--- config.mk ---
export PLATFORM = sky130hd
export DESIGN_NAME = tbw_top
export DESIGN_NICKNAME = d
export VERILOG_FILES = /design/src/tbw_pkg.sv /design/src/tbw_tbase.sv /design/src/tbw_top.sv
export SDC_FILE = /design/constraint.sdc
export NUM_CORES = 1
export LEC_CHECK = 0
export BUFFER_PORTS_ARGS = -buffer_cell sky130_fd_sc_hd__buf_2
export CAP_MARGIN = 20
export CORE_MARGIN = 1.5
export CORE_UTILIZATION = 58
export CTS_CLUSTER_SIZE = 12
export DETAILED_ROUTE_END_ITERATION = 8
export HOLD_SLACK_MARGIN = 0.02
export PLACE_DENSITY = 0.86
export SKIP_CTS_REPAIR_TIMING = 1
export SLEW_MARGIN = 20
export SYNTH_ARGS = -nofsm -noshare
export SYNTH_HDL_FRONTEND = slang
export SYNTH_HIERARCHICAL = 1
export SYNTH_SLANG_ARGS = --single-unit
export TNS_END_PERCENT = 20
--- constraint.sdc ---
create_clock -name sys_clk -period 5.4 [get_ports sys_clk]
set_clock_uncertainty 0.1 [all_clocks]
set_input_delay 0.27 -clock sys_clk [delete_from_list [all_inputs] [get_ports sys_clk]]
set_output_delay 0.27 -clock sys_clk [all_outputs]
set_load 0.005 [all_outputs]
--- src/tbw_pkg.sv ---
// Constants, register map and field layout of the time base and interrupt wake-up block.
// Assumes a 32-bit APB slave with each register on one aligned word.
// What this block does
// RULE1: Time base 0 period is 2^(8+code) prescaler ticks
// RULE2: Time base 1 period uses its own code
// RULE3: Bit 7 switches time base 1 on
// RULE4: Bits 6 to 3 read as zero
// RULE5: Any rising request flag ends sleep
// RULE6: Enable bits never gate wake-up
// RULE7: Request flags stay set until serviced/cleared
// RULE8: Interrupt entry pushes only the program counter
// RULE9: Return-and-enable sets the global enable
// RULE10: Plain return leaves the global enable alone
// RULE11: Prescaler source: system, system/4, sub clock
// RULE12: Each time base flags its own overflow
// RULE13: Servicing clears the flag and global enable
// RULE14: Disabled divider is cleared and held at zero, enabled runs continuously
package tbw_pkg;

  localparam int unsigned ADDR_W   = 8;
  localparam int unsigned NUM_SRC  = 2;
  localparam int unsigned CNT_W    = 15;
  localparam int unsigned PC_W     = 13;

  localparam logic [ADDR_W-1:0] OFS_PRESCALER_CONTROL = 8'h00;
  localparam logic [ADDR_W-1:0] OFS_TIME_BASE0_CONTROL = 8'h04;
  localparam logic [ADDR_W-1:0] OFS_TIME_BASE1_CONTROL = 8'h08;
  localparam logic [ADDR_W-1:0] OFS_IRQ_STATUS        = 8'h0c;
  localparam logic [ADDR_W-1:0] OFS_IRQ_CLEAR         = 8'h10;
  localparam logic [ADDR_W-1:0] OFS_IRQ_ENABLE        = 8'h14;
  localparam logic [ADDR_W-1:0] OFS_IRQ_FORCE         = 8'h18;
  localparam logic [ADDR_W-1:0] OFS_CORE_CONTROL      = 8'h1c;

  localparam int unsigned TB_ON_BIT    = 7;
  localparam int unsigned TB_SEL_LSB   = 0;
  localparam int unsigned TB_SEL_W     = 3;
  localparam int unsigned PSC_SEL_LSB  = 0;
  localparam int unsigned PSC_SEL_W    = 2;
  localparam int unsigned GIE_BIT      = 0;
  localparam int unsigned SLEEP_BIT    = 1;
  localparam int unsigned TB_BASE_EXP  = 8;

  localparam logic [7:0]  TB_CTRL_RST   = 8'h00;
  localparam logic [1:0]  PSC_SEL_RST   = 2'h0;
  localparam logic [1:0]  FLAGS_RST     = 2'h0;
  localparam logic [1:0]  ENABLE_RST    = 2'h0;
  localparam logic        GIE_RST       = 1'b0;
  localparam logic [1:0]  PSC_DIV4_LAST = 2'h3;

  localparam logic [1:0]  PSC_SRC_SYS   = 2'h0;
  localparam logic [1:0]  PSC_SRC_SYS4  = 2'h1;

  typedef enum logic [1:0] {
    TBW_PSC_SYS,
    TBW_PSC_SYS4,
    TBW_PSC_SUB
  } tbw_psc_src_t;

endpackage

--- src/tbw_tbase.sv ---
// One time base divider: counts prescaler ticks and pulses at each period end.
// Assumes tick is a one-cycle strobe on sys_clk.
`timescale 1ns/10ps
`default_nettype none
module tbw_tbase #(
  parameter int unsigned CNT_W = tbw_pkg::CNT_W
) (
  input  wire logic                          sys_clk,
  input  wire logic                          rst_n,
  input  wire logic                          tick,
  input  wire logic                          tb_on,
  input  wire logic [tbw_pkg::TB_SEL_W-1:0]  period_sel,
  output logic                               overflow
);
  import tbw_pkg::*;

  logic [CNT_W-1:0] cnt_ff;
  logic [CNT_W-1:0] nxt_cnt;
  logic [CNT_W-1:0] last_cnt;
  logic             at_end;

  // Last count value of a 2^(8+sel) period
  function automatic logic [CNT_W-1:0] period_last(input logic [TB_SEL_W-1:0] sel);
    logic [CNT_W:0] span;
    span = '0;
    span[TB_BASE_EXP + 32'(sel)] = 1'b1;
    period_last = CNT_W'(span - 1'b1);
  endfunction

  assign last_cnt = period_last(period_sel);  // RULE1 RULE2
  // Greater-or-equal so a shortened period mid-count still ends at once
  assign at_end   = (cnt_ff >= last_cnt);
  assign overflow = tb_on && tick && at_end;  // RULE12
  assign nxt_cnt  = !tb_on   ? '0 :          // RULE14
                    !tick    ? cnt_ff :
                    at_end   ? '0 :
                               cnt_ff + 1'b1;

  always_ff @(posedge sys_clk or negedge rst_n) begin
    if (!rst_n) begin
      cnt_ff <= '0;
    end else begin
      cnt_ff <= nxt_cnt;
    end
  end

endmodule
`default_nettype wire

--- src/tbw_top.sv ---
// Two time bases with prescaler, interrupt flags, wake-up and global enable control.
// Assumes an APB master on sys_clk and a CPU core that reports vector entry and returns.
//
// Our own choices: the register addresses and the APB interface to the registers.
`timescale 1ns/10ps
`default_nettype none
module tbw_top (
  input  wire logic                        sys_clk,
  input  wire logic                        rst_n,
  input  wire logic                        psel,
  input  wire logic                        penable,
  input  wire logic                        pwrite,
  input  wire logic [tbw_pkg::ADDR_W-1:0]  paddr,
  input  wire logic [31:0]                 pwdata,
  output logic                             pready,
  output logic [31:0]                      prdata,
  output logic                             pslverr,
  input  wire logic                        sub_clk_pin,
  input  wire logic                        svc_ack,
  input  wire logic                        svc_src,
  input  wire logic                        ret_and_enable,
  input  wire logic                        ret_plain,
  input  wire logic [tbw_pkg::PC_W-1:0]    core_pc,
  output logic                             irq,
  output logic                             irq_take,
  output logic                             irq_take_src,
  output logic                             stack_push,
  output logic [tbw_pkg::PC_W-1:0]         stack_pc,
  output logic                             global_irq_enable,
  output logic                             sleeping,
  output logic                             wakeup
);
  import tbw_pkg::*;

  // Register state
  logic [PSC_SEL_W-1:0] prescaler_source_sel_ff;
  logic                 tbase0_on_ff;
  logic                 tbase1_on_ff;
  logic [TB_SEL_W-1:0]  tbase0_period_sel_ff;
  logic [TB_SEL_W-1:0]  tbase1_period_sel_ff;
  logic [NUM_SRC-1:0]   flags_ff;
  logic [NUM_SRC-1:0]   enable_ff;
  logic                 gie_ff;
  logic                 sleep_ff;
  logic                 wakeup_ff;
  logic                 stack_push_ff;
  logic [PC_W-1:0]      stack_pc_ff;
  logic [31:0]          prdata_ff;
  logic                 pslverr_ff;

  // Sub clock synchroniser and prescaler
  logic                 sub_s1_ff;
  logic                 sub_s2_ff;
  logic                 sub_s3_ff;
  logic                 sub_lvl_ff;
  logic [1:0]           div4_ff;

  // Next values
  logic [NUM_SRC-1:0]   nxt_flags;
  logic                 nxt_gie;
  logic                 nxt_sleep;
  logic                 nxt_sub_lvl;
  logic [1:0]           nxt_div4;
  logic [31:0]          nxt_prdata;

  // Bus decode
  wire                  setup_phase = psel && !penable;
  wire                  access_ok   = psel && penable;
  wire                  wr_en       = access_ok && pwrite && !pslverr_ff;
  wire                  hit_psc     = (paddr == OFS_PRESCALER_CONTROL);
  wire                  hit_tb0     = (paddr == OFS_TIME_BASE0_CONTROL);
  wire                  hit_tb1     = (paddr == OFS_TIME_BASE1_CONTROL);
  wire                  hit_stat    = (paddr == OFS_IRQ_STATUS);
  wire                  hit_clr     = (paddr == OFS_IRQ_CLEAR);
  wire                  hit_en      = (paddr == OFS_IRQ_ENABLE);
  wire                  hit_force   = (paddr == OFS_IRQ_FORCE);
  wire                  hit_core    = (paddr == OFS_CORE_CONTROL);
  wire                  hit_any     = hit_psc || hit_tb0 || hit_tb1 || hit_stat ||
                                      hit_clr || hit_en || hit_force || hit_core;
  // Status is read-only, clear and force are write-only
  wire                  bad_dir     = (hit_stat && pwrite) ||
                                      ((hit_clr || hit_force) && !pwrite);
  wire                  setup_err   = !hit_any || bad_dir;

  wire                  wr_psc      = wr_en && hit_psc;
  wire                  wr_tb0      = wr_en && hit_tb0;
  wire                  wr_tb1      = wr_en && hit_tb1;
  wire                  wr_clr      = wr_en && hit_clr;
  wire                  wr_en_reg   = wr_en && hit_en;
  wire                  wr_force    = wr_en && hit_force;
  wire                  wr_core     = wr_en && hit_core;

  // Prescaler tick
  wire                  sys4_tick   = (div4_ff == PSC_DIV4_LAST);
  wire                  sub_rise    = nxt_sub_lvl && !sub_lvl_ff;
  wire                  psc_tick;
  wire [NUM_SRC-1:0]    tb_ovf;

  // Interrupt sources
  wire [NUM_SRC-1:0]    sw_clear    = wr_clr   ? pwdata[NUM_SRC-1:0] : '0;
  wire [NUM_SRC-1:0]    sw_force    = wr_force ? pwdata[NUM_SRC-1:0] : '0;
  wire [NUM_SRC-1:0]    svc_clear;
  wire [NUM_SRC-1:0]    flag_rise;
  wire [NUM_SRC-1:0]    pending     = flags_ff & enable_ff;
  wire                  sel_src     = pending[0] ? 1'b0 : 1'b1;

  assign psc_tick = (prescaler_source_sel_ff == PSC_SRC_SYS)  ? 1'b1 :      // RULE11
                    (prescaler_source_sel_ff == PSC_SRC_SYS4) ? sys4_tick :
                                                                sub_rise;

  // A change on the sub clock pin counts once stages two and three agree
  assign nxt_sub_lvl = (sub_s2_ff == sub_s3_ff) ? sub_s3_ff : sub_lvl_ff;
  assign nxt_div4    = div4_ff + 2'h1;

  tbw_tbase #(
    .CNT_W (CNT_W)
  ) u_tbase0 (
    .sys_clk    (sys_clk),
    .rst_n      (rst_n),
    .tick       (psc_tick),
    .tb_on      (tbase0_on_ff),
    .period_sel (tbase0_period_sel_ff),
    .overflow   (tb_ovf[0])
  );

  tbw_tbase #(
    .CNT_W (CNT_W)
  ) u_tbase1 (
    .sys_clk    (sys_clk),
    .rst_n      (rst_n),
    .tick       (psc_tick),
    .tb_on      (tbase1_on_ff),                                             // RULE3
    .period_sel (tbase1_period_sel_ff),
    .overflow   (tb_ovf[1])
  );

  // Service acknowledge clears only the vectored source
  assign svc_clear = svc_ack ? (svc_src ? 2'b10 : 2'b01) : 2'b00;            // RULE13

  // Set beats any clear in the same cycle; enable bits never clear a flag
  assign nxt_flags = (flags_ff & ~sw_clear & ~svc_clear) | tb_ovf | sw_force; // RULE7 RULE12
  assign flag_rise = nxt_flags & ~flags_ff;

  // Global enable: service clears it, return-and-enable sets it, plain return keeps it
  assign nxt_gie = ret_and_enable ? 1'b1 :                                   // RULE9
                   svc_ack        ? 1'b0 :                                   // RULE13
                   wr_core        ? pwdata[GIE_BIT] :
                                    gie_ff;                                   // RULE10

  // Wake-up is ungated by enable bits; a flag already high cannot rise, so it can wake only after being cleared and set again
  assign nxt_sleep = (|flag_rise)                ? 1'b0 :                    // RULE5 RULE6
                     (wr_core && pwdata[SLEEP_BIT]) ? 1'b1 :
                                                   sleep_ff;

  assign nxt_prdata = !hit_any  ? 32'h0000_0000 :
                      hit_psc   ? {30'h0, prescaler_source_sel_ff} :
                      hit_tb0   ? {24'h0, tbase0_on_ff, 4'h0, tbase0_period_sel_ff} :
                      hit_tb1   ? {24'h0, tbase1_on_ff, 4'h0, tbase1_period_sel_ff} :  // RULE4
                      hit_stat  ? {30'h0, flags_ff} :
                      hit_en    ? {30'h0, enable_ff} :
                      hit_core  ? {30'h0, sleep_ff, gie_ff} :
                                  32'h0000_0000;

  assign pready            = 1'b1;
  assign prdata            = prdata_ff;
  assign pslverr           = access_ok && pslverr_ff;
  assign irq               = |pending;
  assign irq_take          = irq && gie_ff;
  assign irq_take_src      = sel_src;
  assign stack_push        = stack_push_ff;
  assign stack_pc          = stack_pc_ff;
  assign global_irq_enable = gie_ff;
  assign sleeping          = sleep_ff;
  assign wakeup            = wakeup_ff;

  always_ff @(posedge sys_clk or negedge rst_n) begin
    if (!rst_n) begin
      sub_s1_ff  <= 1'b0;
      sub_s2_ff  <= 1'b0;
      sub_s3_ff  <= 1'b0;
      sub_lvl_ff <= 1'b0;
      div4_ff    <= 2'h0;
    end else begin
      sub_s1_ff  <= sub_clk_pin;
      sub_s2_ff  <= sub_s1_ff;
      sub_s3_ff  <= sub_s2_ff;
      sub_lvl_ff <= nxt_sub_lvl;
      div4_ff    <= nxt_div4;
    end
  end

  always_ff @(posedge sys_clk or negedge rst_n) begin
    if (!rst_n) begin
      prescaler_source_sel_ff <= PSC_SEL_RST;
    end else if (wr_psc) begin
      prescaler_source_sel_ff <= pwdata[PSC_SEL_LSB +: PSC_SEL_W];
    end
  end

  always_ff @(posedge sys_clk or negedge rst_n) begin
    if (!rst_n) begin
      tbase0_on_ff         <= TB_CTRL_RST[TB_ON_BIT];
      tbase0_period_sel_ff <= TB_CTRL_RST[TB_SEL_LSB +: TB_SEL_W];
    end else if (wr_tb0) begin
      tbase0_on_ff         <= pwdata[TB_ON_BIT];
      tbase0_period_sel_ff <= pwdata[TB_SEL_LSB +: TB_SEL_W];                 // RULE1
    end
  end

  always_ff @(posedge sys_clk or negedge rst_n) begin
    if (!rst_n) begin
      tbase1_on_ff         <= TB_CTRL_RST[TB_ON_BIT];                         // RULE3
      tbase1_period_sel_ff <= TB_CTRL_RST[TB_SEL_LSB +: TB_SEL_W];
    end else if (wr_tb1) begin
      tbase1_on_ff         <= pwdata[TB_ON_BIT];                              // RULE3
      tbase1_period_sel_ff <= pwdata[TB_SEL_LSB +: TB_SEL_W];                 // RULE2
    end
  end

  always_ff @(posedge sys_clk or negedge rst_n) begin
    if (!rst_n) begin
      enable_ff <= ENABLE_RST;
    end else if (wr_en_reg) begin
      enable_ff <= pwdata[NUM_SRC-1:0];
    end
  end

  always_ff @(posedge sys_clk or negedge rst_n) begin
    if (!rst_n) begin
      flags_ff  <= FLAGS_RST;
      gie_ff    <= GIE_RST;
      sleep_ff  <= 1'b0;
      wakeup_ff <= 1'b0;
    end else begin
      flags_ff  <= nxt_flags;
      gie_ff    <= nxt_gie;
      sleep_ff  <= nxt_sleep;
      wakeup_ff <= sleep_ff && (|flag_rise);                                  // RULE5
    end
  end

  // Only the program counter is saved on interrupt entry
  always_ff @(posedge sys_clk or negedge rst_n) begin
    if (!rst_n) begin
      stack_push_ff <= 1'b0;
      stack_pc_ff   <= '0;
    end else begin
      stack_push_ff <= svc_ack;                                               // RULE8
      if (svc_ack) begin
        stack_pc_ff <= core_pc;                                               // RULE8
      end
    end
  end

  // Read data and error are captured in the setup cycle so the access phase needs no wait
  always_ff @(posedge sys_clk or negedge rst_n) begin
    if (!rst_n) begin
      prdata_ff  <= 32'h0000_0000;
      pslverr_ff <= 1'b0;
    end else if (setup_phase) begin
      prdata_ff  <= pwrite ? 32'h0000_0000 : nxt_prdata;
      pslverr_ff <= setup_err;
    end
  end

endmodule
`default_nettype wire
==> impl_results.md, run 1 <==
* Run status: complete, no violations
* Syn Area/Cell at 9.64 um2
* Post-synthesis compound-gate area fraction at 0.143
* First-pass GRT wire length at 16800 um
* Worst EP required at 5600 ps
* Post-layout min period at 2970 ps
* Total net switching power at 0.270 mW
* Peak supply drop at 0.000230 V
* Post-Synth XOR/XNOR Area at 0
* Sw Ratio at 0.263
* Max Clock Freq at 337 MHz
* Reg power frac at 0.549
* EDFF count, synth at 0
* Total Power at 1.02 mW
* Worst reg2reg startpoint: tbase1_period_sel_ff[2]
* DP Area at 4760 um2
* Global route overflow at 0
* Power Dens Cells at 207 nW/um2
* Core Area at 7650 um2
* Kind of critical path: flip-flop to flip-flop
* Crit path depth at 9
* DRC viols at 0
* Int Pwr at 0.754 mW
* Num CTS Buffers at 9
* Violation count after the first detailed-route iteration at 280
* Period utilization at 0.550
* Mux cell area share after synthesis at 0.0778
* Post-synth ARST share at 1.00
* WP data arrival at 3160 ps
* Worst R2R Path Depth at 9
* Post-route setup slack at 2430 ps
* Via total after detailed routing at 3940
* Share of cells above drive strength 1 at 0.222
* Post-synthesis adder-cell area fraction at 0.0491
* Yosys top cell area share at 0.397
* Largest net degree at the start of global routing at 73
* Reg2reg setup slack at 2430 ps
* WL per Instance at 16.0 um
* Fin. Hold Viols at 0
* Filler Cell Count at 579
* 1st-pass router iterations at 5
* Leakage at 2.26 nW
* Port-buffer cells at 58
* Yosys cell types at 71
* Largest family of logic cells by synthesized area: simple AND/OR/NAND/NOR gates
* Post-synthesis simple-gate area fraction at 0.245
* HP Class: primary input to asynchronous set/reset pin
* CTS Buffer Depth at 2
* Clk slew on worst S/H paths at 80 ps
* Rows at 32
* CP max stage delay at 600 ps
* Yosys warns at 6
* Register cell area after layout at 1800 um2
* Post-DP HPWL at 7020 um
* Multi-input logic area at 2450 um2
* Diode count at 0
* Initial cell density of the core at 0.593
* Synth area leader: dfrtp_1
* Clock Latency Late Sink at 360 ps
* Max-slew violation count at 0
* Full die area at 8350 um2
* Synth area leaders: dfrtp_1 (40%), mux2_2 (6.2%), buf_4 (5.3%), ha_1 (4.7%), nand2_1 (3.7%)
* Max-cap violations at 0
* CTS tree: done
* Worst-Margin Slew at 890 ps
* Comb pwr share at 0.082
* Post-Place Cells at 613
* Seq cells post-synth at 72
* CP max FO at 20
* Final setup violation count at 0
* DRT Wirelength at 10100 um
* Register area share after synthesis at 0.397
* Fin area at 4950 um2
* Mapped cell area at 4530 um2
* Cell family contributing the most delay on the critical path: compound AO/OA/AOI/OAI gates
* Root buf cell: clkbuf_8
* Final Instance Count excl. Fillers at 630
* WP buf/inv at 0
* Pre-CTS setup slack at 2520 ps
* Startpoint Class: flip-flop
* Synthesis-to-finish area growth at 9.11%
* Antenna violations before repair at 0
* Element type at the critical path end: flip-flop
* Slowest CP cell: o21a_1
* H-tree level count at 3
* Vias in the first global route at 3623
* Routed Antenna Nets at 0
* Most frequent cells in the layout: dfrtp_1 (72), buf_2 (58), nand2_1 (45)
* Clock Power Share at 0.369
* GPL Wtd Cong at 0.900
* Unrepaired setup endpoints after global routing: false
* Die W at 91.4 um
* Global Route Usage Sum at 0.252
* DIE HEIGHT at 91.4 um
* CP Cell Sequence: nor2_1 -> ha_1 -> a211o_1 -> a21oi_1 -> o21a_1 -> nand2_1 -> and2_1 -> a222oi_1 -> nor2b_1
* Final net count at 604
* Synth Instances at 470
* R2R Path End: sleeping
* Commonest non-fill, non-tap cell in the layout: dfrtp_1
* Setup TNS at 0 ps
* Clock sink total at 72
* Slew headroom at 0.401
* Via-to-Cell Ratio at 6.25
* Synth Flop Type: dfrtp_1
* I/O pin total at 117
## synth_stat cells, drive strengths merged, types with 6 or more instances
master and instances:
nor2 30, clkbuf 11, or4b 9, o21ai 16
nor2b 7, a31oi 8, nand2 45, nor3 13
inv 14, mux2 26, a21oi 15, dfrtp 72
buf 37, nand4 20, mux2i 6, ha 17
nor4 9, nand3 28
## how the worst max path moves through the flow
stage,start,endpoint,slack [ps]
global placement,tbase1_period_sel_ff[2],sleeping,2600
finish,tbase1_period_sel_ff[2],sleeping,2430
detailed placement,tbase1_period_sel_ff[2],sleeping,2520
floorplan,tbase0_period_sel_ff[1],sleeping,2880
CTS,tbase1_period_sel_ff[2],sleeping,2500
global route,tbase1_period_sel_ff[2],sleeping,2270
## state kept, by name, summed over array words and instances, names as in the netlist, 2 cells and up
name	cells
u_tbase1/cnt_ff	15
stack_pc	13
tbase0_period_sel_ff	3
prdata	4
enable_ff	2
tbase1_period_sel_ff	3
u_tbase0/cnt_ff	15
flags_ff	2
div4_ff	2
prescaler_source_sel_ff	2
## kinds of logic after synthesis
group | after synthesis
AO/OA/AOI/OAI | 86
adder cells (fa/ha/maj) | 18
buffers and inverters | 64
flip-flops | 72
multiplexers | 32
other | 2
AND/OR/NAND/NOR | 196
## stage by stage
stage	hold slack (ps)	utilization
after floorplan	-126	-
after global placement	233	0.622
after detailed placement	240	0.622
after CTS	-99.9	0.644
after global routing	26.4	0.647
final	13.2	0.647
## power groups by stage
stage	logic [mW]	clock network, mW	registers (mW)
detailed placement	0.0824	0	0.573
finish	0.0839	0.378	0.562
CTS	0.0829	0.385	0.562
global placement	0.0791	0	0.572
global route	0.0934	0.404	0.564
floorplan	0.0525	0	0.572
## area by class of cell
class / count / area share
Multi-Input combinational cell: 361 / 0.495
Sequential cell: 72 / 0.364
Timing Repair Buffer: 64 / 0.0688
Tap cell: 102 / 0.0258
Clock buffer: 9 / 0.0250
Inverter: 16 / 0.0121
Clock inverter: 6 / 0.00936
## per-layer routing
metal | wire [um] | track usage | share of wire
met5 | 0 | 0 | 0
met4 | 204 | 0.117 | 0.020
met3 | 728 | 0.0578 | 0.072
met2 | 5090 | 0.417 | 0.50
met1 | 4080 | 0.312 | 0.40
Note: power is estimated with default switching activity, not from simulation.
==> inputs of run 2 (changes only) <==
--- a/config.mk
+++ b/config.mk
@@ -8,11 +8,11 @@
 export BUFFER_PORTS_ARGS = -buffer_cell sky130_fd_sc_hd__buf_2
 export CAP_MARGIN = 20
 export CORE_MARGIN = 1.5
-export CORE_UTILIZATION = 58
+export CORE_UTILIZATION = 49
 export CTS_CLUSTER_SIZE = 12
 export DETAILED_ROUTE_END_ITERATION = 8
 export HOLD_SLACK_MARGIN = 0.02
-export PLACE_DENSITY = 0.86
+export PLACE_DENSITY = 0.78
 export SKIP_CTS_REPAIR_TIMING = 1
 export SLEW_MARGIN = 20
 export SYNTH_ARGS = -nofsm -noshare
==> constraint.sdc (replaced) <==
create_clock -name sys_clk -period 2.7 [get_ports sys_clk]
set_clock_uncertainty 0.1 [all_clocks]
set_input_delay 0.135 -clock sys_clk [delete_from_list [all_inputs] [get_ports sys_clk]]
set_output_delay 0.135 -clock sys_clk [all_outputs]
set_load 0.005 [all_outputs]
==> run 2 against run 1 <==
Cell area increased by 6.1%. Core utilization decreased by 5.4 points. Combinational power increased by 130%. Non-clock buffer count increased by 23. Highest routed layer unchanged. Register-to-register slack got worse by 2200 ps. Critical path depth decreased by 1. Largest power group unchanged. Worst setup slack got worse by 2200 ps.
==> impl_results.md, run 2 (same netlist as run 1, synthesis figures left out) <==
* Max-slew violation count at 0
* I/O pin total at 117
* DIE HEIGHT at 99.2 um
* Rows at 34
* Final setup violation count at 0
* Core Area at 8850 um2
* Slowest CP cell: dfrtp_2
* Largest net degree at the start of global routing at 73
* Element type at the critical path end: flip-flop
* Worst EP required at 2880 ps
* Full die area at 9840 um2
* Period utilization at 0.914
* Post-DP HPWL at 7190 um
* Global Route Usage Sum at 0.210
* Fin. Hold Viols at 0
* Run status: complete, no violations
* Via-to-Cell Ratio at 5.94
* Setup TNS at 0 ps
* Initial cell density of the core at 0.512
* 1st-pass router iterations at 4
* Num CTS Buffers at 9
* Share of cells above drive strength 1 at 0.226
* Max-cap violations at 0
* Synthesis-to-finish area growth at 15.8%
* Clock Latency Late Sink at 340 ps
* Leakage at 2.39 nW
* H-tree level count at 3
* Peak supply drop at 0.000421 V
* Final net count at 627
* Port-buffer cells at 58
* Vias in the first global route at 3807
* CP max stage delay at 450 ps
* WP data arrival at 2650 ps
* Critical Path Most Common Cell: nor2_1
* CP Cell Sequence: nor2_1 -> ha_1 -> a211oi_1 -> nor2_1 -> o41ai_4 -> buf_6 -> or4b_1 -> nand3_1
* Clock sink total at 72
* Most frequent cells in the layout: dfrtp_1 (70), buf_2 (58), nand2_1 (45)
* WL per Instance at 15.9 um
* Max Clock Freq at 405 MHz
* Violation count after the first detailed-route iteration at 267
* Kind of critical path: flip-flop to flip-flop
* CTS tree: done
* Post-layout min period at 2470 ps
* CTS Buffer Depth at 2
* Global route overflow at 0
* HP Class: primary input to flip-flop
* Worst-Margin Slew at 889 ps
* DRT Wirelength at 10500 um
* Commonest non-fill, non-tap cell in the layout: dfrtp_1
* GPL Wtd Cong at 0.912
* DRC viols at 0
* CP max FO at 14
* First-pass GRT wire length at 17000 um
* Die W at 99.2 um
* Diode count at 0
* Slew headroom at 0.407
* Filler Cell Count at 715
* Unrepaired setup endpoints after global routing: false
* Final Instance Count excl. Fillers at 660
* Cell family contributing the most delay on the critical path: simple AND/OR/NAND/NOR gates
* Power Dens Cells at 448 nW/um2
* Root buf cell: clkbuf_8
* Post-Place Cells at 625
* Routed Antenna Nets at 0
* WP buf/inv at 1
* Antenna violations before repair at 0
* Via total after detailed routing at 3921
* Clk slew on worst S/H paths at 80 ps
* Startpoint Class: flip-flop
-- run 2: worst paths after layout --
check | startpoint | to | slack (ps) | cells past startpoint
max | tbase0_period_sel_ff[1] | u_tbase0/cnt_ff[4] | 230 | 8
min | pwdata[1] | flags_ff[1] | 30 | 2
max reg2reg | tbase0_period_sel_ff[1] | u_tbase0/cnt_ff[4] | 230 | 8
min reg2reg | sub_s1_ff | sub_s2_ff | 250 | 0
max in group asynchronous | rst_n | tbase0_period_sel_ff[1] | 1450 | 3
min in group asynchronous | rst_n | sub_s3_ff | 420 | 3
-- run 2: cell type report --
class	instances	area (um2)	share of cell area
clock buffers	10	128	0.0243
repair buffers	87	559	0.107
flip-flops and latches	72	1800	0.344
multi-input cells	361	2450	0.466
inverters	16	60.1	0.0114
well taps	108	135	0.0258
clock inverters	6	115	0.0219
-- run 2: per-stage QoR --
| step | utilization | setup slack, ps | instance area [um2] | total power [mW] | hold WS (ps) |
|---|---|---|---|---|---|
| after floorplan | - | 179 | 4630 | 1.25 | -261 |
| after global placement | 0.543 | 251 | 4810 | 1.30 | 146 |
| after detailed placement | 0.543 | 176 | 4810 | 1.31 | 156 |
| after CTS | 0.571 | 172 | 5050 | 2.34 | -201 |
| after global routing | 0.593 | 8.42 | 5250 | 2.43 | 28.5 |
| final | 0.593 | 232 | 5250 | 2.35 | 32.3 |
-- run 2: power by group --
group          switching (mW)  internal (mW)
sequential             0.0183           1.11
clock                   0.419          0.621
combinational           0.102         0.0872
total                   0.539           1.81
-- run 2: per-layer routing --
layer  wire length, um  global-route usage  share of wire
met1              4490               0.260           0.43
met4               203              0.0715          0.019
met5                 0                   0              0
met3               537              0.0415          0.051
met2              5260               0.367           0.50
